### src/hw/descram_regs_pkg.sv
// Package: register map, field layout and reset values of the descrambler control bank
`default_nettype none
package descram_regs_pkg;
   // Register addresses (16-bit register index space)
   localparam logic [15:0] ADDR_TX_SCRAM_POLY_LOW = 16'h800F;
   localparam logic [15:0] ADDR_RX_DESCRAM_CONTROL = 16'h8019;
   localparam logic [15:0] ADDR_RX_DESCRAM_SEED_HIGH = 16'h801C;
   localparam logic [15:0] ADDR_RX_DESCRAM_SEED_LOW = 16'h801D;
   localparam logic [15:0] ADDR_RX_DESCRAM_POLY_HIGH = 16'h801E;
   localparam logic [15:0] ADDR_RX_DESCRAM_POLY_LOW = 16'h801F;
   localparam logic [15:0] ADDR_AUTO_SUPERVISION_CONTROL = 16'h8021;
   localparam logic [15:0] ADDR_LOW_SIDE_TX_ERROR_SYMBOL = 16'h8026;
   localparam logic [15:0] ADDR_LOW_SIDE_RX_ERROR_SYMBOL = 16'h8027;
   localparam logic [15:0] ADDR_HIGH_SIDE_RX_ERROR_SYMBOL = 16'h8028;
   localparam logic [15:0] ADDR_STARTUP_PROTOCOL_STATUS = 16'h9020;

   // Reset values
   localparam logic [15:0] RST_TX_SCRAM_POLY_LOW = 16'h00C0;
   localparam logic [15:0] RST_RX_DESCRAM_CONTROL = 16'hFC00;
   localparam logic [15:0] RST_RX_DESCRAM_SEED_HIGH = 16'h0000;
   localparam logic [15:0] RST_RX_DESCRAM_SEED_LOW = 16'h01FC;
   localparam logic [15:0] RST_RX_DESCRAM_POLY_HIGH = 16'h0000;
   localparam logic [15:0] RST_RX_DESCRAM_POLY_LOW = 16'h00C0;
   localparam logic [15:0] RST_AUTO_SUPERVISION_CONTROL = 16'h000A;
   localparam logic [9:0] RST_ERROR_SYMBOL = 10'h2FE;

   // Field positions
   localparam int BIT_NARROW_DESCRAM_EN = 0;
   localparam int BIT_WIDE_DESCRAM_EN = 1;
   localparam int BIT_CLOCK_SQUELCH = 3;
   localparam int BIT_SYNC_CHECK_OFF = 4;
   localparam int BIT_SIGNAL_LOSS_CHECK_OFF = 5;
   localparam int BIT_PLL_LOCK_CHECK_OFF = 6;
   localparam int BIT_STARTUP_IN_PROGRESS = 0;
   localparam int ERROR_SYMBOL_WIDTH = 10;

   // Settings handed to the datapath
   typedef struct packed {
      logic [31:0] tx_scram_polynomial;
      logic rx_wide_descram_enable;
      logic rx_narrow_descram_enable;
      logic [31:0] rx_descram_start_value;
      logic [31:0] rx_descram_polynomial;
   } scram_cfg_t;

   typedef struct packed {
      logic fast_pll_lock_check_off;
      logic fast_signal_loss_check_off;
      logic sync_check_off;
      logic clock_output_auto_squelch;
   } supervision_cfg_t;

   typedef struct packed {
      logic [9:0] low_side_tx_error_symbol;
      logic [9:0] low_side_rx_error_symbol;
      logic [9:0] high_side_rx_error_symbol;
   } error_symbol_cfg_t;
endpackage
`default_nettype wire

### src/hw/descrambler_auto_ctrl_regs.sv
// Control and status register bank for one channel's scrambler, supervision and error symbols
//
// Strobed register access is this design's own decision.
`default_nettype none

module descrambler_auto_ctrl_regs (
   input wire logic clk_sys,
   input wire logic reset,
   input wire logic [15:0] reg_addr,
   input wire logic [15:0] reg_wdata,
   input wire logic reg_write,
   input wire logic reg_read,
   output logic [15:0] reg_rdata,
   input wire logic startup_in_progress,
   input wire logic fast_signal_loss,
   input wire logic clock_source_is_recovered,
   output descram_regs_pkg::scram_cfg_t scram_cfg,
   output descram_regs_pkg::supervision_cfg_t supervision_cfg,
   output descram_regs_pkg::error_symbol_cfg_t error_symbol_cfg,
   output logic clock_output_hold
);

   // ------------------------------------------------------------
   // Storage
   // ------------------------------------------------------------
   logic [15:0] tx_poly_low_r;
   logic [15:0] descram_ctrl_r;
   logic [15:0] seed_high_r;
   logic [15:0] seed_low_r;
   logic [15:0] poly_high_r;
   logic [15:0] poly_low_r;
   logic [15:0] auto_ctrl_r;
   logic [9:0] ls_tx_sym_r;
   logic [9:0] ls_rx_sym_r;
   logic [9:0] hs_rx_sym_r;
   logic startup_meta_r;
   logic startup_sync_r;
   logic los_meta_r;
   logic los_sync_r;
   logic src_meta_r;
   logic src_sync_r;
   logic [15:0] rdata_nxt;

   // Upper polynomial word of the transmit scrambler is not stored; this bank drives it as a fixed zero
   localparam logic [15:0] TX_POLY_HIGH_FIXED = 16'h0000;

   // ------------------------------------------------------------
   // Elaboration checks
   // ------------------------------------------------------------
   // The carriers must keep the widths the datapath was built for;
   // a package edit that changes them should stop the build here,
   // not surface later as a silent truncation at the datapath
   if ($bits(descram_regs_pkg::scram_cfg_t) != 98) begin : g_scram_width
      $error("scram_cfg_t is not 98 bits wide");
   end
   if ($bits(descram_regs_pkg::error_symbol_cfg_t) !=
       3 * descram_regs_pkg::ERROR_SYMBOL_WIDTH) begin : g_symbol_width
      $error("error_symbol_cfg_t does not hold three symbols");
   end
   if ($bits(descram_regs_pkg::RST_ERROR_SYMBOL) != 10) begin : g_symbol_reset
      $error("error symbol reset value has the wrong width");
   end
   if (descram_regs_pkg::ERROR_SYMBOL_WIDTH > 16) begin : g_symbol_fit
      $error("error symbol wider than a register word");
   end
   if (descram_regs_pkg::BIT_PLL_LOCK_CHECK_OFF > 15) begin : g_field_fit
      $error("supervision field outside a register word");
   end

   // ------------------------------------------------------------
   // Write decode
   // ------------------------------------------------------------
   // One hit per writable word; the address must match exactly, so
   // unmapped holes never disturb stored state. Decoding once here
   // keeps each update process down to its own concern
   logic wr_tx_poly_low;
   logic wr_descram_ctrl;
   logic wr_seed_high;
   logic wr_seed_low;
   logic wr_poly_high;
   logic wr_poly_low;
   logic wr_auto_ctrl;
   logic wr_ls_tx_sym;
   logic wr_ls_rx_sym;
   logic wr_hs_rx_sym;

   // Status word has no hit: writes there are dropped
   assign wr_tx_poly_low = reg_write &&
      (reg_addr == descram_regs_pkg::ADDR_TX_SCRAM_POLY_LOW);
   assign wr_descram_ctrl = reg_write &&
      (reg_addr == descram_regs_pkg::ADDR_RX_DESCRAM_CONTROL);
   assign wr_seed_high = reg_write &&
      (reg_addr == descram_regs_pkg::ADDR_RX_DESCRAM_SEED_HIGH);
   assign wr_seed_low = reg_write &&
      (reg_addr == descram_regs_pkg::ADDR_RX_DESCRAM_SEED_LOW);
   assign wr_poly_high = reg_write &&
      (reg_addr == descram_regs_pkg::ADDR_RX_DESCRAM_POLY_HIGH);
   assign wr_poly_low = reg_write &&
      (reg_addr == descram_regs_pkg::ADDR_RX_DESCRAM_POLY_LOW);
   assign wr_auto_ctrl = reg_write &&
      (reg_addr == descram_regs_pkg::ADDR_AUTO_SUPERVISION_CONTROL);
   assign wr_ls_tx_sym = reg_write &&
      (reg_addr == descram_regs_pkg::ADDR_LOW_SIDE_TX_ERROR_SYMBOL);
   assign wr_ls_rx_sym = reg_write &&
      (reg_addr == descram_regs_pkg::ADDR_LOW_SIDE_RX_ERROR_SYMBOL);
   assign wr_hs_rx_sym = reg_write &&
      (reg_addr == descram_regs_pkg::ADDR_HIGH_SIDE_RX_ERROR_SYMBOL);

   // ------------------------------------------------------------
   // Input synchronisers
   // ------------------------------------------------------------
   // Start-up flag arrives from another clock domain; two stages,
   // and only the second stage is ever read
   always_ff @(posedge clk_sys) begin
      if (reset) begin
         startup_meta_r <= 1'b0;
         startup_sync_r <= 1'b0;
      end else begin
         startup_meta_r <= startup_in_progress;
         startup_sync_r <= startup_meta_r;
      end
   end

   // Loss-of-signal flag; a pulse shorter than a cycle may be missed,
   // which costs at most a late squelch
   always_ff @(posedge clk_sys) begin
      if (reset) begin
         los_meta_r <= 1'b0;
         los_sync_r <= 1'b0;
      end else begin
         los_meta_r <= fast_signal_loss;
         los_sync_r <= los_meta_r;
      end
   end

   // Clock source select; changes rarely, two stages are ample
   always_ff @(posedge clk_sys) begin
      if (reset) begin
         src_meta_r <= 1'b0;
         src_sync_r <= 1'b0;
      end else begin
         src_meta_r <= clock_source_is_recovered;
         src_sync_r <= src_meta_r;
      end
   end

   // ------------------------------------------------------------
   // Scrambler setting registers
   // ------------------------------------------------------------
   // Bit 0 of each low word is forced clear so the tap set stays legal
   always_ff @(posedge clk_sys) begin
      if (reset) begin
         tx_poly_low_r <= descram_regs_pkg::RST_TX_SCRAM_POLY_LOW;
      end else if (wr_tx_poly_low) begin
         tx_poly_low_r <= {reg_wdata[15:1], 1'b0};
      end
   end

   // Control word including read-write reserved field
   always_ff @(posedge clk_sys) begin
      if (reset) begin
         descram_ctrl_r <= descram_regs_pkg::RST_RX_DESCRAM_CONTROL;
      end else if (wr_descram_ctrl) begin
         descram_ctrl_r <= reg_wdata;
      end
   end

   // Seed; a zero seed stalls the LFSR, software must avoid it
   always_ff @(posedge clk_sys) begin
      if (reset) begin
         seed_high_r <= descram_regs_pkg::RST_RX_DESCRAM_SEED_HIGH;
         seed_low_r <= descram_regs_pkg::RST_RX_DESCRAM_SEED_LOW;
      end else if (reg_write) begin
         if (wr_seed_high) begin
            seed_high_r <= reg_wdata;
         end
         if (wr_seed_low) begin
            seed_low_r <= {reg_wdata[15:1], 1'b0};
         end
      end
   end

   // Receive polynomial
   always_ff @(posedge clk_sys) begin
      if (reset) begin
         poly_high_r <= descram_regs_pkg::RST_RX_DESCRAM_POLY_HIGH;
         poly_low_r <= descram_regs_pkg::RST_RX_DESCRAM_POLY_LOW;
      end else if (reg_write) begin
         if (wr_poly_high) begin
            poly_high_r <= reg_wdata;
         end
         if (wr_poly_low) begin
            poly_low_r <= {reg_wdata[15:1], 1'b0};
         end
      end
   end

   // ------------------------------------------------------------
   // Supervision control
   // ------------------------------------------------------------
   // Reserved bits are stored as written so read-modify-write is safe
   always_ff @(posedge clk_sys) begin
      if (reset) begin
         auto_ctrl_r <= descram_regs_pkg::RST_AUTO_SUPERVISION_CONTROL;
      end else if (wr_auto_ctrl) begin
         auto_ctrl_r <= reg_wdata;
      end
   end

   // ------------------------------------------------------------
   // Error symbols
   // ------------------------------------------------------------
   // Only ten bits are kept; upper write bits are dropped
   always_ff @(posedge clk_sys) begin
      if (reset) begin
         ls_tx_sym_r <= descram_regs_pkg::RST_ERROR_SYMBOL;
         ls_rx_sym_r <= descram_regs_pkg::RST_ERROR_SYMBOL;
         hs_rx_sym_r <= descram_regs_pkg::RST_ERROR_SYMBOL;
      end else if (reg_write) begin
         if (wr_ls_tx_sym) begin
            ls_tx_sym_r <= reg_wdata[9:0];
         end
         if (wr_ls_rx_sym) begin
            ls_rx_sym_r <= reg_wdata[9:0];
         end
         if (wr_hs_rx_sym) begin
            hs_rx_sym_r <= reg_wdata[9:0];
         end
      end
   end

   // ------------------------------------------------------------
   // Datapath outputs
   // ------------------------------------------------------------
   // Scrambler settings; copied one edge late so every output is a
   // flip-flop, at the cost of one cycle of latency after a write
   always_ff @(posedge clk_sys) begin
      if (reset) begin
         scram_cfg <= '0;
      end else begin
         scram_cfg.tx_scram_polynomial <= {TX_POLY_HIGH_FIXED, tx_poly_low_r};
         scram_cfg.rx_wide_descram_enable <=
            descram_ctrl_r[descram_regs_pkg::BIT_WIDE_DESCRAM_EN];
         scram_cfg.rx_narrow_descram_enable <=
            descram_ctrl_r[descram_regs_pkg::BIT_NARROW_DESCRAM_EN];
         scram_cfg.rx_descram_start_value <= {seed_high_r, seed_low_r};
         scram_cfg.rx_descram_polynomial <= {poly_high_r, poly_low_r};
      end
   end

   // Supervision switches; a set bit 4 to 6 turns the automatic check off, a set bit 3 turns clock squelch on
   always_ff @(posedge clk_sys) begin
      if (reset) begin
         supervision_cfg <= '0;
      end else begin
         supervision_cfg.fast_pll_lock_check_off <=
            auto_ctrl_r[descram_regs_pkg::BIT_PLL_LOCK_CHECK_OFF];
         supervision_cfg.fast_signal_loss_check_off <=
            auto_ctrl_r[descram_regs_pkg::BIT_SIGNAL_LOSS_CHECK_OFF];
         supervision_cfg.sync_check_off <=
            auto_ctrl_r[descram_regs_pkg::BIT_SYNC_CHECK_OFF];
         supervision_cfg.clock_output_auto_squelch <=
            auto_ctrl_r[descram_regs_pkg::BIT_CLOCK_SQUELCH];
      end
   end

   // Error symbols; the FIFO logic only uses them when an error strikes,
   // so a write landing mid-frame changes at most one substituted symbol
   always_ff @(posedge clk_sys) begin
      if (reset) begin
         error_symbol_cfg <= '0;
      end else begin
         error_symbol_cfg.low_side_tx_error_symbol <= ls_tx_sym_r;
         error_symbol_cfg.low_side_rx_error_symbol <= ls_rx_sym_r;
         error_symbol_cfg.high_side_rx_error_symbol <= hs_rx_sym_r;
      end
   end

   // ------------------------------------------------------------
   // Clock squelch
   // ------------------------------------------------------------
   // Squelch only applies when the output clock is the recovered one;
   // both status inputs are synchronised, so the hold trails loss by
   // about three edges
   always_ff @(posedge clk_sys) begin
      if (reset) begin
         clock_output_hold <= 1'b0;
      end else begin
         clock_output_hold <= auto_ctrl_r[descram_regs_pkg::BIT_CLOCK_SQUELCH] &&
                              src_sync_r && los_sync_r;
      end
   end

   // ------------------------------------------------------------
   // Read path
   // ------------------------------------------------------------
   // Unmapped addresses read zero; the mux is combinational and only
   // sampled on a read strobe, so idle address changes cost nothing
   // beyond the decode itself
   always_comb begin
      rdata_nxt = 16'h0000;
      case (reg_addr)
         descram_regs_pkg::ADDR_TX_SCRAM_POLY_LOW: begin
            rdata_nxt = tx_poly_low_r;
         end
         descram_regs_pkg::ADDR_RX_DESCRAM_CONTROL: begin
            rdata_nxt = descram_ctrl_r;
         end
         descram_regs_pkg::ADDR_RX_DESCRAM_SEED_HIGH: begin
            rdata_nxt = seed_high_r;
         end
         descram_regs_pkg::ADDR_RX_DESCRAM_SEED_LOW: begin
            rdata_nxt = seed_low_r;
         end
         descram_regs_pkg::ADDR_RX_DESCRAM_POLY_HIGH: begin
            rdata_nxt = poly_high_r;
         end
         descram_regs_pkg::ADDR_RX_DESCRAM_POLY_LOW: begin
            rdata_nxt = poly_low_r;
         end
         descram_regs_pkg::ADDR_AUTO_SUPERVISION_CONTROL: begin
            rdata_nxt = auto_ctrl_r;
         end
         descram_regs_pkg::ADDR_LOW_SIDE_TX_ERROR_SYMBOL: begin
            rdata_nxt = {6'h00, ls_tx_sym_r};
         end
         descram_regs_pkg::ADDR_LOW_SIDE_RX_ERROR_SYMBOL: begin
            rdata_nxt = {6'h00, ls_rx_sym_r};
         end
         descram_regs_pkg::ADDR_HIGH_SIDE_RX_ERROR_SYMBOL: begin
            rdata_nxt = {6'h00, hs_rx_sym_r};
         end
         descram_regs_pkg::ADDR_STARTUP_PROTOCOL_STATUS: begin
            rdata_nxt = {15'h0000, startup_sync_r};
         end
         default: begin
            rdata_nxt = 16'h0000;
         end
      endcase
   end

   // Read data stands only in the cycle after the strobe
   always_ff @(posedge clk_sys) begin
      if (reset) begin
         reg_rdata <= 16'h0000;
      end else if (reg_read) begin
         reg_rdata <= rdata_nxt;
      end else begin
         reg_rdata <= 16'h0000;
      end
   end

endmodule
`default_nettype wire

### config.mk
export PLATFORM = sky130hd
export DESIGN_NAME = descrambler_auto_ctrl_regs
export DESIGN_NICKNAME = d
export VERILOG_FILES = /design/src/hw/descram_regs_pkg.sv /design/src/hw/descrambler_auto_ctrl_regs.sv
export SDC_FILE = /design/constraint.sdc
export NUM_CORES = 1
export LEC_CHECK = 0
export BUFFER_PORTS_ARGS = -buffer_cell sky130_fd_sc_hd__buf_2
export CORE_MARGIN = 3
export CORE_UTILIZATION = 59
export DETAILED_ROUTE_END_ITERATION = 6
export GPL_TIMING_DRIVEN = 0
export PLACE_DENSITY = 0.84
export SLEW_MARGIN = 20
export SYNTH_ARGS = -nofsm -noshare
export SYNTH_HDL_FRONTEND = slang
export SYNTH_SLANG_ARGS = --single-unit
### constraint.sdc
create_clock -name clk_sys -period 3.4 [get_ports clk_sys]
set_clock_uncertainty 0.05 [all_clocks]
set_input_delay 0.17 -clock clk_sys [delete_from_list [all_inputs] [get_ports clk_sys]]
set_output_delay 0.17 -clock clk_sys [all_outputs]
set_load 0.01 [all_outputs]
## Yosys cells after proc, flatten, opt, wreduce, memory -nomap -nowiden

Index checks and enable logic that the tools add are counted.

- Eq/ne operators: 11
- Muxes and demuxes: 1
- Bitwise gates (word level): 1
- Reductions and logical operators: 20

Operators by type and width:

| operator | count |
|---|---|
| $eq 16x16->1 const B | 11 |
| $pmux 16 s11 | 1 |
| $reduce_and 2->1 | 7 |
| $logic_and 1x1->1 | 12 |
| $reduce_or 2->1 | 1 |
| $not 1->1 | 1 |

- Flip-flop bits (word level): 291
- Bits of input ports: 39
- Output and inout port bits: 149
- Word-level logic and storage cells: 64

## Longest topological paths before layout

Gate-level depths: netlist of run 1.

- Depth in word-level cells: 3
- Gate-level depth with buffers: 8
- Gate-level depth less buffers: 5

## Worst setup path after synthesis of run 1

Ideal clock, no wire load.

- Kind: input to register
- From: input port reg_addr[9]
- To: register descram_ctrl_r[2]
- Setup time: 0.128 ns
- Arrival time: 1.992 ns
- Data required time: 3.222 ns
- Path slack: 1.231 ns
- Stages on the path: 8
- Buffers on the path: 3
- Cell sequence: or4_4 -> buf_6 -> nor4b_4 -> and2_1 -> buf_4 -> buf_4 -> mux2i_1 -> nor2_1

- Longest elaborated chain between the ends: 2

Ends and longest elaborated chain:

| element | RTL line | source |
|---|---|---|
| start, declared | descrambler_auto_ctrl_regs.sv:9 | `input wire logic [15:0] reg_addr,` |
| $eq 16x16->1 | descrambler_auto_ctrl_regs.sv:91 | `(reg_addr == descram_regs_pkg::ADDR_RX_DESCRAM_CONTROL);` |
| $logic_and 1x1->1 | descrambler_auto_ctrl_regs.sv:90 | `assign wr_descram_ctrl = reg_write &&` |
| end signal, assigned | descrambler_auto_ctrl_regs.sv:162 | `descram_ctrl_r <= descram_regs_pkg::RST_RX_DESCRAM_CONTROL;` |
| end signal, assigned | descrambler_auto_ctrl_regs.sv:164 | `descram_ctrl_r <= reg_wdata;` |
| end, declared | descrambler_auto_ctrl_regs.sv:27 | `logic [15:0] descram_ctrl_r;` |

No other way between the ends.
A chain may end at the register's enable or synchronous reset.

## Final worst setup path of run 1

- From: input port reg_addr[12]
- To: register ls_rx_sym_r[8]

- Longest elaborated chain between the ends: 3

Ends and longest elaborated chain:

| element | RTL line | source |
|---|---|---|
| $eq 16x16->1 | descrambler_auto_ctrl_regs.sv:105 | `(reg_addr == descram_regs_pkg::ADDR_LOW_SIDE_RX_ERROR_SYMBOL);` |
| $logic_and 1x1->1 | descrambler_auto_ctrl_regs.sv:104 | `assign wr_ls_rx_sym = reg_write &&` |
| $reduce_and 2->1 (no line) | - |  |
| end signal, assigned | descrambler_auto_ctrl_regs.sv:217 | `ls_rx_sym_r <= descram_regs_pkg::RST_ERROR_SYMBOL;` |
| end signal, assigned | descrambler_auto_ctrl_regs.sv:224 | `ls_rx_sym_r <= reg_wdata[9:0];` |
| end, declared | descrambler_auto_ctrl_regs.sv:34 | `logic [9:0] ls_rx_sym_r;` |

No other way between the ends.

==> results.md, run 1 <==
* Outcome: finished, final reports clean
* Cell Area, Synth at 0.0101 mm2
* Overall Global Routing Usage at 33.0%
* FF+latch count, synth at 275
* Initial antenna violation count at 4
* Fin util at 73.9%
* Sink Count at 275
* Core Region at 0.0166 mm2
* Area of the multi-input gates at 0.00411 mm2
* Part of the power in combinational logic at 4.5%
* Port Buffers at 158
* Crit path cell chain: buf_2 > or4b_1 > buf_2 > nor2_1 > and4_1 > clkbuf_1 > buf_2 > mux2i_1 > nor2_1
* Leak at 4.87 nW
* Total wire length at 31100 um
* Pre-Repair DR Iteration Count at 6
* Postcts setup bufs at 0
* Psw at 1.47 mW
* YS warnings at 0
* Routed Antenna Nets at 0
* DRT iter0 DRCs at 1090
* CTS Buffer Depth at 3
* Crit path capture type: flop
* Finish-stage setup viols at 0
* Crit-path max FO at 10
* Clock root buffer: clkbuf_16
* Row Count at 47
* WL per Instance at 20.8 um
* Relative slew slack at 32.5%
* Crit path DAT at 2.71 ns
* Clock slew at reported path FFs at 0.07 ns
* Die Y-Extent at 137 um
* Total number of vias at 8624
* Synth area leaders: dfxtp_1 55%, nor2b_1 8.7%, nand2_1 6.4%, mux2i_1 4.4%, a21oi_1 3.7%
* Drt drc at 0
* Pin count of the biggest net entering global routing at 16
* Via density at 5.77
* FILL cells at 1163
* Most frequent cells in the layout: 275 x dfxtp_1, 172 x nand2_1, 169 x buf_2
* Clock power frac at 47.4%
* Worst Path Required at 3.75 ns
* Seq pwr share at 48.1%
* Hold/Removal Path Class: primary input to flop
* Gate Count Post-Synth at 1035
* Crit share post-route at 69.7%
* CP max stage cell: or4b_1
* WS Path Type: primary input to flop
* Startpoint types: primary input
* Final Hold Fails at 0
* Post-route minimum period at 2.37 ns
* Largest area contributor in the netlist: dfxtp_1
* IO Pins at 188
* Asr flop ratio synth at 0%
* PD cells at 550 mW/mm2
* Top cell type's share of synthesized area at 54.6%
* Initial core utilization at 60.6%
* Top_reg_cell synth: dfxtp_1
* Sequential cell area at 0.00551 mm2
* Mean Syn Cell Area at 9.74 um2
* Max incr delay on CP at 0.50 ns
* Clock buffer count from CTS at 26
* CTS tree: done
* Total internal power at 5.30 mW
* Chip width at 137 um
* Clock latency on the worst-skew pair at 0.53 ns
* HPWL after DPL at 21500 um
* Die area at 0.0187 mm2
* Switching Share at 21.7%
* Least-Margin Pin Slew at 1.01 ns
* Grt ovf at 0
* GP Congestion at 0.967
* First-pass GRT wire length at 47100 um
* Max cap viols at 0
* Area added between synthesis and finish at 21.9%
* Maximum vdd ir drop at 0.000450 V
* Most common cell after layout, fill and taps aside: dfxtp_1
* H-tree Lvls at 1
* Cell repeated most along the worst path: buf_2
* Vias in the first global route at 8330
* RSZ-0062 raised after global routing: no
* Layout cells sized above 1 at 20.9%
* Setup TNS at 0 ns
* Synth cell types at 48
* Fmax at 0.422 GHz
* Post-synthesis sequential area ratio at 54.6%
* Final Max Tran Viols at 0
* Net count, final at 1289
* Number of flops mapped to enable cells by yosys at 0
-- area by class of cell --
| cell class | count | area share [%] |
|---|---|---|
| diodes | 4 | 0.0814 |
| plain buffers | 101 | 4.05 |
| clock buffers | 33 | 5.84 |
| clock inverters | 15 | 1.94 |
| inverters | 9 | 0.275 |
| multi-input cells | 668 | 33.5 |
| flip-flops and latches | 275 | 44.8 |
| well taps | 220 | 2.24 |
| repair buffers | 169 | 7.33 |
-- worst max-delay path, delay by kind of cell --
family                 cells  cell delay (ns)
multiplexers               1             0.24
AND/OR/NAND/NOR            4             1.11
buffers and inverters      4             1.18
-- cells in the mapped netlist, types with 5 or more instances --
library cell	instances
buf_4	24
nand2b_1	15
nand4_1	5
inv_1	9
a222oi_1	7
nand3b_1	6
clkbuf_1	62
nand2_1	172
o21ai_0	9
and2_1	5
mux2i_1	44
nor2b_1	141
nor3_1	5
a21oi_1	74
a31oi_1	7
and4_1	7
a22oi_1	28
a21oi_2	6
a22o_1	18
mux4_2	6
dfxtp_1	275
a211o_1	26
buf_2	11
nor2_1	37
-- path summary, 6_finish.rpt --
path	slack (ns)	from	cells past startpoint	endpoint
min reg2reg	0.39	los_meta_r	1	los_sync_r
min	0.09	reg_read	4	reg_rdata[4]
max	1.03	reg_addr[12]	9	ls_rx_sym_r[8]
max reg2reg	1.80	seed_low_r[9]	4	reg_rdata[9]
-- metrics by stage --
| stage | power (mW) | instances | hold slack, ns | setup WS [ns] | area, um2 |
|---|---|---|---|---|---|
| floorplan | 3.48 | 1053 | 0.248 | 1.23 | 10200 |
| global placement | 3.60 | 1431 | 0.328 | 0.692 | 11200 |
| detailed placement | 3.60 | 1431 | 0.332 | 0.598 | 11200 |
| CTS | 6.75 | 1490 | 0.0845 | 1.16 | 12300 |
| global route | 6.91 | 1493 | 0.101 | 0.972 | 12300 |
| finish | 6.76 | 1494 | 0.0946 | 1.03 | 12300 |
-- kinds of logic (layout without fill, tap and decap cells) --
group	Yosys count	count (layout)	synth area share (%)
AOI/OAI and AO/OA	183	183	12.6
xor gates and xnor gates	1	1	0.0869
buffers and inverters	110	327	5.27
DFF	275	275	54.6
muxes	50	50	5.71
other	1	23	0.0372
and+or+nand+nor	415	415	21.7
-- metal layers --
layer	track usage [%]	vias up	share of wire (%)
met5	0	-	0.090
met4	16.6	4	5.2
met3	5.81	113	11
met2	51.9	588	45
met1	43.9	4032	38
li1	-	3887	-
-- state kept, by name, indices dropped and copies added, names as in the netlist, 15 cells and up --
name,flops
seed_low_r,15
descram_ctrl_r,16
seed_high_r,16
poly_high_r,16
error_symbol_cfg,30
auto_ctrl_r,16
scram_cfg,79
reg_rdata,16
poly_low_r,15
tx_poly_low_r,15
-- power by group through the flow --
stage          Combinational [mW]  Sequential [mW]  Clock (mW)
5_1_grt                     0.318             3.25        3.34
2_1_floorplan               0.140             3.34           0
3_5_place_dp                0.278             3.33           0
3_3_place_gp                0.275             3.33           0
6_report                    0.302             3.25        3.21
4_1_cts                     0.291             3.25        3.21
-- what timing repair did --
item,4_1_cts,5_1_grt
hold buffers,11,0
gates resized for setup,0,0
hold endpoints to repair,43,0
Note: power is estimated with default switching activity, not from simulation.
==> run 2, diff against run 1 <==
--- a/config.mk
+++ b/config.mk
@@ -5,12 +5,13 @@
 export SDC_FILE = /design/constraint.sdc
 export NUM_CORES = 1
 export LEC_CHECK = 0
+export ABC_AREA = 1
 export BUFFER_PORTS_ARGS = -buffer_cell sky130_fd_sc_hd__buf_2
 export CORE_MARGIN = 3
-export CORE_UTILIZATION = 59
+export CORE_UTILIZATION = 55
 export DETAILED_ROUTE_END_ITERATION = 6
 export GPL_TIMING_DRIVEN = 0
-export PLACE_DENSITY = 0.84
+export PLACE_DENSITY = 0.79
 export SLEW_MARGIN = 20
 export SYNTH_ARGS = -nofsm -noshare
 export SYNTH_HDL_FRONTEND = slang
==> constraint.sdc (replaced) <==
create_clock -name clk_sys -period 2.3 [get_ports clk_sys]
set_clock_uncertainty 0.05 [all_clocks]
set_input_delay 0.115 -clock clk_sys [delete_from_list [all_inputs] [get_ports clk_sys]]
set_output_delay 0.115 -clock clk_sys [all_outputs]
set_load 0.01 [all_outputs]
==> run 2 against run 1 <==
The flow now finishes with violations (DRC). Sequential cell count unchanged. Synthesized area decreased by 1.3%. Synthesized cell count is 22% higher. Via count grew 6.6%. Worst hold slack got worse by 0.041 ns. Routed wire length shrank 2.9%. Largest power group unchanged. Largest cell class unchanged. Combinational power up 38%. Cell count increased by 15%. Critical path type unchanged. Sequential share of layout area grew 0.61 points. Register-to-register slack worse by 0.62 ns.
==> results.md, run 2 <==
* Largest area contributor in the netlist: dfxtp_1 (unchanged)
* Core Region at 0.0175 mm2 (was 0.0166 mm2)
* Fmax at 0.663 GHz
* Psw at 2.08 mW (was 1.47 mW)
* Sequential cell area at 0.00551 mm2 (unchanged)
* Total wire length at 30200 um (was 31100 um)
* Crit path buf inv count at 2 (was 4)
* Startpoint types: primary input (unchanged)
* Outcome: complete, but fails checks (was finished, final reports clean)
* R2R depth at 6 (was 4)
* CTS tree: done (unchanged)
* Post-route minimum period at 1.51 ns
* Total internal power at 7.79 mW (was 5.30 mW)
* Via density at 5.35 (was 5.77)
* # hold bufs at CTS at 10 (was 11)
* Worst r2r src: seed_high_r[5] (was seed_low_r[9])
* Fin util at 69.4% (was 73.9%)
* Top cell type's share of synthesized area at 55.3% (was 54.6%)
* Die area at 0.0197 mm2 (was 0.0187 mm2)
* Hold/Removal Path Class: primary input to flop (unchanged)
* Maximum vdd ir drop at 0.000551 V (was 0.000450 V)
* HPWL after DPL at 21300 um (was 21500 um)
* Top Registers: scram_cfg: 79 flops, error_symbol_cfg: 30 flops (unchanged)
* Diode count at 0 (was 4)
* Layout cells sized above 1 at 19.0% (was 20.9%)
* Crit path DAT at 1.90 ns (was 2.71 ns)
* Row Count at 48 (was 47)
* Top post-synthesis cells by count: 275 x dfxtp_1, 230 x nor2_1, 150 x inv_1, 130 x o21ai_0, 129 x a21oi_1 (was 275 x dfxtp_1, 172 x nand2_1, 141 x nor2b_1, 74 x a21oi_1, 62 x clkbuf_1)
* Max incr delay on CP at 0.45 ns (was 0.50 ns)
* Synth area leaders: dfxtp_1 55%, nor2_1 8.7%, o21ai_0 6.5%, a21oi_1 6.5%, inv_1 5.7% (was dfxtp_1 55%, nor2b_1 8.7%, nand2_1 6.4%, mux2i_1 4.4%, a21oi_1 3.7%)
* Cell repeated most along the worst path: nor2_1 (was buf_2)
* Finish-stage setup viols at 0 (unchanged)
* Cell Area, Synth at 0.00995 mm2 (was 0.0101 mm2)
* Number of flops mapped to enable cells by yosys at 0 (unchanged)
* Clock slew at reported path FFs at 0.07 ns (about the same)
* Clock power frac at 47.1% (was 47.4%)
* Part of the power in combinational logic at 4.2% (was 4.5%)
* Overall Global Routing Usage at 29.5% (was 33.0%)
* Post-Layout Cell Count at 1717 (was 1494)
* First-pass GRT wire length at 46000 um (was 47100 um)
* FF+latch count, synth at 275 (unchanged)
* Clock buffer count from CTS at 26 (unchanged)
* Final hold slack at 0.0538 ns (was 0.0946 ns)
* Gate Count Post-Synth at 1260 (was 1035)
* Crit-path leading delay family: simple AND/OR/NAND/NOR gates (was buffers and inverters)
* IO Pins at 188 (unchanged)
* Postcts setup bufs at 0 (unchanged)
* GP Congestion at 0.984 (was 0.967)
* PD cells at 814 mW/mm2 (was 550 mW/mm2)
* Vias in the first global route at 8508 (was 8330)
* Final Hold Fails at 0 (unchanged)
* Worst Hold Depth at 4 (unchanged)
* Final Max Tran Viols at 0 (unchanged)
* Worst Min Path Start: reg_write (was reg_read)
* Area of the multi-input gates at 0.00342 mm2 (was 0.00411 mm2)
* Pre-Repair DR Iteration Count at 7 (was 6)
* Critical path origin: reg_addr[7] (was reg_addr[12])
* Worst Path Required at 2.69 ns (was 3.75 ns)
* Area added between synthesis and finish at 21.8% (was 21.9%)
* Post-cts resize count at 0 (unchanged)
* CTS Buffer Depth at 3 (unchanged)
* Clock root buffer: clkbuf_16 (unchanged)
* RSZ-0062 raised after global routing: no (unchanged)
* Most frequent cells in the layout: 275 x dfxtp_1, 230 x nor2_1, 180 x buf_2 (was 275 x dfxtp_1, 172 x nand2_1, 169 x buf_2)
* Most common cell after layout, fill and taps aside: dfxtp_1 (unchanged)
* Drt drc at 7 (was 0)
* Die Y-Extent at 141 um (was 137 um)
* Top reg by flops: scram_cfg (unchanged)
* Relative slew slack at 36.8% (was 32.5%)
* WS Path Type: primary input to flop (unchanged)
* Least-Margin Pin Slew at 0.948 ns (was 1.01 ns)
* Leak at 5.77 nW (was 4.87 nW)
* Switching Share at 21.1% (was 21.7%)
* Initial core utilization at 57.0% (was 60.6%)
* Flop2flop setup slack at 1.18 ns (was 1.80 ns)
* Total number of vias at 9192 (was 8624)
* Port Buffers at 158 (unchanged)
* Setup TNS at 0 ns (unchanged)
* FF-to-FF End: reg_rdata[5] (was reg_rdata[9])
* Placed Cells at 1661 (was 1431)
* Initial antenna violation count at 0 (was 4)
* Crit share post-route at 65.6%
* FILL cells at 1399 (was 1163)
* Asr flop ratio synth at 0% (unchanged)
* Violated checks: DRC
* Final Cell Area at 0.0121 mm2 (was 0.0123 mm2)
* Net count, final at 1513 (was 1289)
* Crit-path max FO at 10 (unchanged)
* Routed Antenna Nets at 0 (unchanged)
* Hold Path End: poly_high_r[12] (was reg_rdata[4])
* Chip width at 141 um (was 137 um)
* Max cap viols at 0 (unchanged)
* Critical Path Stages at 9 (unchanged)
* Seq pwr share at 48.7% (was 48.1%)
* YS warnings at 0 (unchanged)
* DP Area at 0.0111 mm2 (was 0.0112 mm2)
* Clock latency on the worst-skew pair at 0.54 ns (was 0.53 ns)
* Largest register FFs at 79 (unchanged)
* Top-count cell post-synth: dfxtp_1 (unchanged)
* CP max stage cell: clkbuf_1 (was or4b_1)
* Post-synthesis sequential area ratio at 55.3% (was 54.6%)
* Pin count of the biggest net entering global routing at 15 (was 16)
* Mean Syn Cell Area at 7.90 um2 (was 9.74 um2)
* Synth cell types at 24 (was 48)
* WL per Instance at 17.6 um (was 20.8 um)
* Crit path capture type: flop (unchanged)
* H-tree Lvls at 1 (unchanged)
* Grt ovf at 0 (unchanged)
* Crit path cell chain: buf_2 > nor2_2 > nand2_2 > nor2_1 > clkbuf_1 > nand3_1 > o21ai_0 > nor2_1 > a21oi_1 (was buf_2 > or4b_1 > buf_2 > nor2_1 > and4_1 > clkbuf_1 > buf_2 > mux2i_1 > nor2_1)
* Sink Count at 275 (unchanged)
* Top_reg_cell synth: dfxtp_1 (unchanged)
* DRT iter0 DRCs at 1043 (was 1090)
[run 2: worst max path at each step]
stage                     endpoint  slack, ns
floorplan           seed_low_r[13]       0.93
global placement      reg_rdata[0]       0.37
detailed placement   scram_cfg[48]       0.32
CTS                   reg_rdata[0]       0.87
global route          reg_rdata[0]       0.63
finish                reg_rdata[0]       0.79
[run 2: cell type report]
class	instances	area share, %
sequential	275	45.4
multi-input combinational	751	28.2
timing repair buffer	168	7.35
clock buffer	38	6.32
inverter	161	4.98
buffer	91	4.06
tap	225	2.32
clock inverter	8	1.38
[run 2: stage by stage]
step	power (mW)	setup slack (ns)
global route	10.1	0.628
CTS	9.86	0.865
detailed placement	5.30	0.319
global placement	5.30	0.368
floorplan	5.13	0.929
finish	9.87	0.791
[run 2: worst register-to-register path, stage by stage, from the launching register on]
cell,delay [ns]
dfxtp_1,0.32
nand3_1,0.08
nand2_1,0.10
nor2_1,0.22
nand3_1,0.11
nand2_1,0.09
inv_1,0.05
[run 2: power by group through the flow]
stage                     clock network [mW]  logic [mW]  registers (mW)
after floorplan                            0       0.200            4.93
final                                   4.65       0.416            4.81
after global placement                     0       0.381            4.91
after global routing                    4.87       0.448            4.81
after detailed placement                   0       0.389            4.91
after CTS                               4.65       0.404            4.81
[run 2: layer usage]
layer	wire [um]	track usage [%]
met5	0	0
met4	1110	10.4
met3	3460	4.51
met2	13600	47.5
met1	12000	40.8
[run 2: kinds of logic (layout without fill, tap and decap cells)]
family | count (synthesis) | count (layout) | synth area share (%)
AO/OA/AOI/OAI | 280 | 280 | 14.1
buffers and inverters | 252 | 466 | 11.0
flip-flops | 275 | 275 | 55.3
AND/OR/NAND/NOR | 452 | 452 | 19.5
other | 1 | 19 | 0.0377
==> run 3, diff against run 2 <==
--- a/config.mk
+++ b/config.mk
@@ -5,7 +5,7 @@
 export SDC_FILE = /design/constraint.sdc
 export NUM_CORES = 1
 export LEC_CHECK = 0
-export ABC_AREA = 1
+export ABC_AREA = 0
 export BUFFER_PORTS_ARGS = -buffer_cell sky130_fd_sc_hd__buf_2
 export CORE_MARGIN = 3
 export CORE_UTILIZATION = 55
==> constraint.sdc (replaced) <==
create_clock -name clk_sys -period 1.6 [get_ports clk_sys]
set_clock_uncertainty 0.05 [all_clocks]
set_input_delay 0.08 -clock clk_sys [delete_from_list [all_inputs] [get_ports clk_sys]]
set_output_delay 0.08 -clock clk_sys [all_outputs]
set_load 0.01 [all_outputs]
==> run 3 against run 2 <==
The flow finishes with violations (DRC, setup timing). Count of clock-buffer cells in the layout down 6. Sequential share of layout area down 2.5 points. Sequential cell count unchanged. Via count down 5.5%. Sequential power up 44%. Utilization up 3.6 points. Critical path depth down 1. Combinational power up 56%. Cell count down 12%. Register-to-register slack worse by 1.1 ns. Design area up 5.9%.
==> results.md, run 3 (same netlist as run 1, synthesis figures left out) <==
* Outcome: complete, but fails checks (unchanged)
* Violated checks: DRC, setup timing (was DRC)
* Finish-stage setup viols at 9 (was 0)
* Drt drc at 4 (was 7)
* Initial antenna violation count at 0 (unchanged)
* Grt ovf at 0 (unchanged)
* Area added between synthesis and finish at 27.4% (was 21.8%)
* Worst Path Required at 2.00 ns (was 2.69 ns)
* Max cap viols at 0 (unchanged)
* Die Y-Extent at 141 um (about the same)
* Max incr delay on CP at 0.63 ns (was 0.45 ns)
* Pre-Repair DR Iteration Count at 7 (unchanged)
* Sink Count at 275 (unchanged)
* H-tree Lvls at 1 (unchanged)
* Most common cell after layout, fill and taps aside: dfxtp_1 (unchanged)
* WL per Instance at 20.5 um (was 17.6 um)
* Pin count of the biggest net entering global routing at 17 (was 15)
* Clock root buffer: clkbuf_16 (unchanged)
* Total number of vias at 8689 (was 9192)
* Fin util at 73.0% (was 69.4%)
* Worst Hold Depth at 4 (unchanged)
* Post-layout worst setup margin at -0.0709 ns (was 0.791 ns)
* IO Pins at 188 (unchanged)
* Final hold slack at 0.0525 ns (was 0.0538 ns)
* Row Count at 48 (unchanged)
* Placed Cells at 1436 (was 1661)
* Initial core utilization at 57.3% (was 57.0%)
* HPWL after DPL at 21000 um (was 21300 um)
* Power, Total at 14.1 mW (was 9.87 mW)
* Final Max Tran Viols at 0 (unchanged)
* DRT iter0 DRCs at 1014 (was 1043)
* WS Path Type: primary input to flop (unchanged)
* Sequential cell area at 0.00551 mm2 (unchanged)
* Layout cells sized above 1 at 25.9% (was 19.0%)
* Vias in the first global route at 8473 (was 8508)
* Clock slew at reported path FFs at 0.06 ns (was 0.07 ns)
* Die area at 0.0200 mm2 (was 0.0197 mm2)
* Clock buffer count from CTS at 27 (was 26)
* Overall Global Routing Usage at 29.8% (was 29.5%)
* Fmax at 0.598 GHz
* Area of the multi-input gates at 0.00431 mm2 (was 0.00342 mm2)
* CP max stage cell: or4_4 (was clkbuf_1)
* RSZ-0062 raised after global routing: yes (was no)
* Routed Antenna Nets at 0 (unchanged)
* Crit share post-route at 104%
* Net count, final at 1310 (was 1513)
* Post-route minimum period at 1.67 ns
* Chip width at 141 um (about the same)
* Leak at 5.16 nW (was 5.77 nW)
* Clock latency on the worst-skew pair at 0.53 ns (was 0.54 ns)
* Crit path capture type: flop (unchanged)
* FILL cells at 1267 (was 1399)
* Maximum vdd ir drop at 0.00101 V (was 0.000551 V)
* Crit-path max FO at 7 (was 10)
* Crit path DAT at 2.07 ns (was 1.90 ns)
* Final Hold Fails at 0 (unchanged)
* Cell repeated most along the worst path: buf_6 (was nor2_1)
* CTS tree: done (unchanged)
* R2R depth at 4 (was 6)
* Relative slew slack at 36.9% (was 36.8%)
* PD cells at 1100 mW/mm2 (was 814 mW/mm2)
* Crit path cell chain: buf_6 > or4_4 > or2_4 > nor4_4 > buf_4 > o41ai_4 > buf_6 > a31oi_4 (was buf_2 > nor2_2 > nand2_2 > nor2_1 > clkbuf_1 > nand3_1 > o21ai_0 > nor2_1 > a21oi_1)
* Top Registers: scram_cfg: 79 flops, error_symbol_cfg: 30 flops (unchanged)
* Largest register FFs at 79 (unchanged)
* CTS Buffer Depth at 3 (unchanged)
* Via density at 5.74 (was 5.35)
* GP Congestion at 0.971 (was 0.984)
* Port Buffers at 158 (unchanged)
* Top reg by flops: scram_cfg (unchanged)
* Hold/Removal Path Class: primary input to flop (unchanged)
* Most frequent cells in the layout: 275 x dfxtp_1, 167 x nand2_1, 161 x buf_2 (was 275 x dfxtp_1, 230 x nor2_1, 180 x buf_2)
* Startpoint types: primary input (unchanged)
* Diode count at 0 (unchanged)
* Total wire length at 31000 um (was 30200 um)
* Post-Layout Cell Count at 1515 (was 1717)
* Core Region at 0.0176 mm2 (was 0.0175 mm2)
* Least-Margin Pin Slew at 0.946 ns (was 0.948 ns)
* Setup TNS at -0.438 ns (was 0 ns)
* First-pass GRT wire length at 46600 um (was 46000 um)
run 3: timing repair:
action	CTS	global route
cloned	1	1
buffers inserted	18	6
endpoints found under the hold margin	53	0
resized for setup	23	45
hold buffers	11	0
setup endpoints to repair	97	81
pin swaps	9	10
run 3: path summary, 6_finish.rpt:
check	startpoint	to	slack (ns)
max	reg_addr[9]	reg_rdata[8]	-0.07
min	reg_read	reg_rdata[1]	0.05
min reg2reg	startup_meta_r	startup_sync_r	0.39
max reg2reg	seed_low_r[9]	reg_rdata[9]	0.06
run 3: worst max-delay path: cells and delay by family:
family	cells	cell delay [ns]
simple gates	3	1.19
buf+inv	3	0.49
compound gates	2	0.29
run 3: stage by stage:
step | setup WS [ns] | area, um2
after floorplan | -0.409 | 10300
after global placement | -0.891 | 11400
after detailed placement | -0.927 | 11400
after CTS | -0.120 | 12700
after global routing | -0.0754 | 12800
final | -0.0709 | 12800
run 3: layout make-up:
cell class	count	area share, %
flip-flops and latches	275	42.9
multi-input cells	668	33.5
repair buffers	195	8.93
clock buffers	32	5.64
plain buffers	95	5.04
well taps	225	2.19
clock inverters	16	1.52
inverters	9	0.263
run 3: power breakdown:
part           switching [mW]  total, mW  internal, mW
Clock                    2.68       6.56          3.88
Combinational           0.444      0.650         0.206
Sequential             0.0119       6.91          6.90
run 3: per-layer routing:
metal	vias to the layer above	routed length (um)	share of wire (%)	track usage, %
met5	-	0	0	0
met4	0	1270	4.1	13.5
met3	91	3550	11	5.06
met2	599	14200	46	47.4
met1	4065	12000	39	39.9
li1	3934	-	-	-
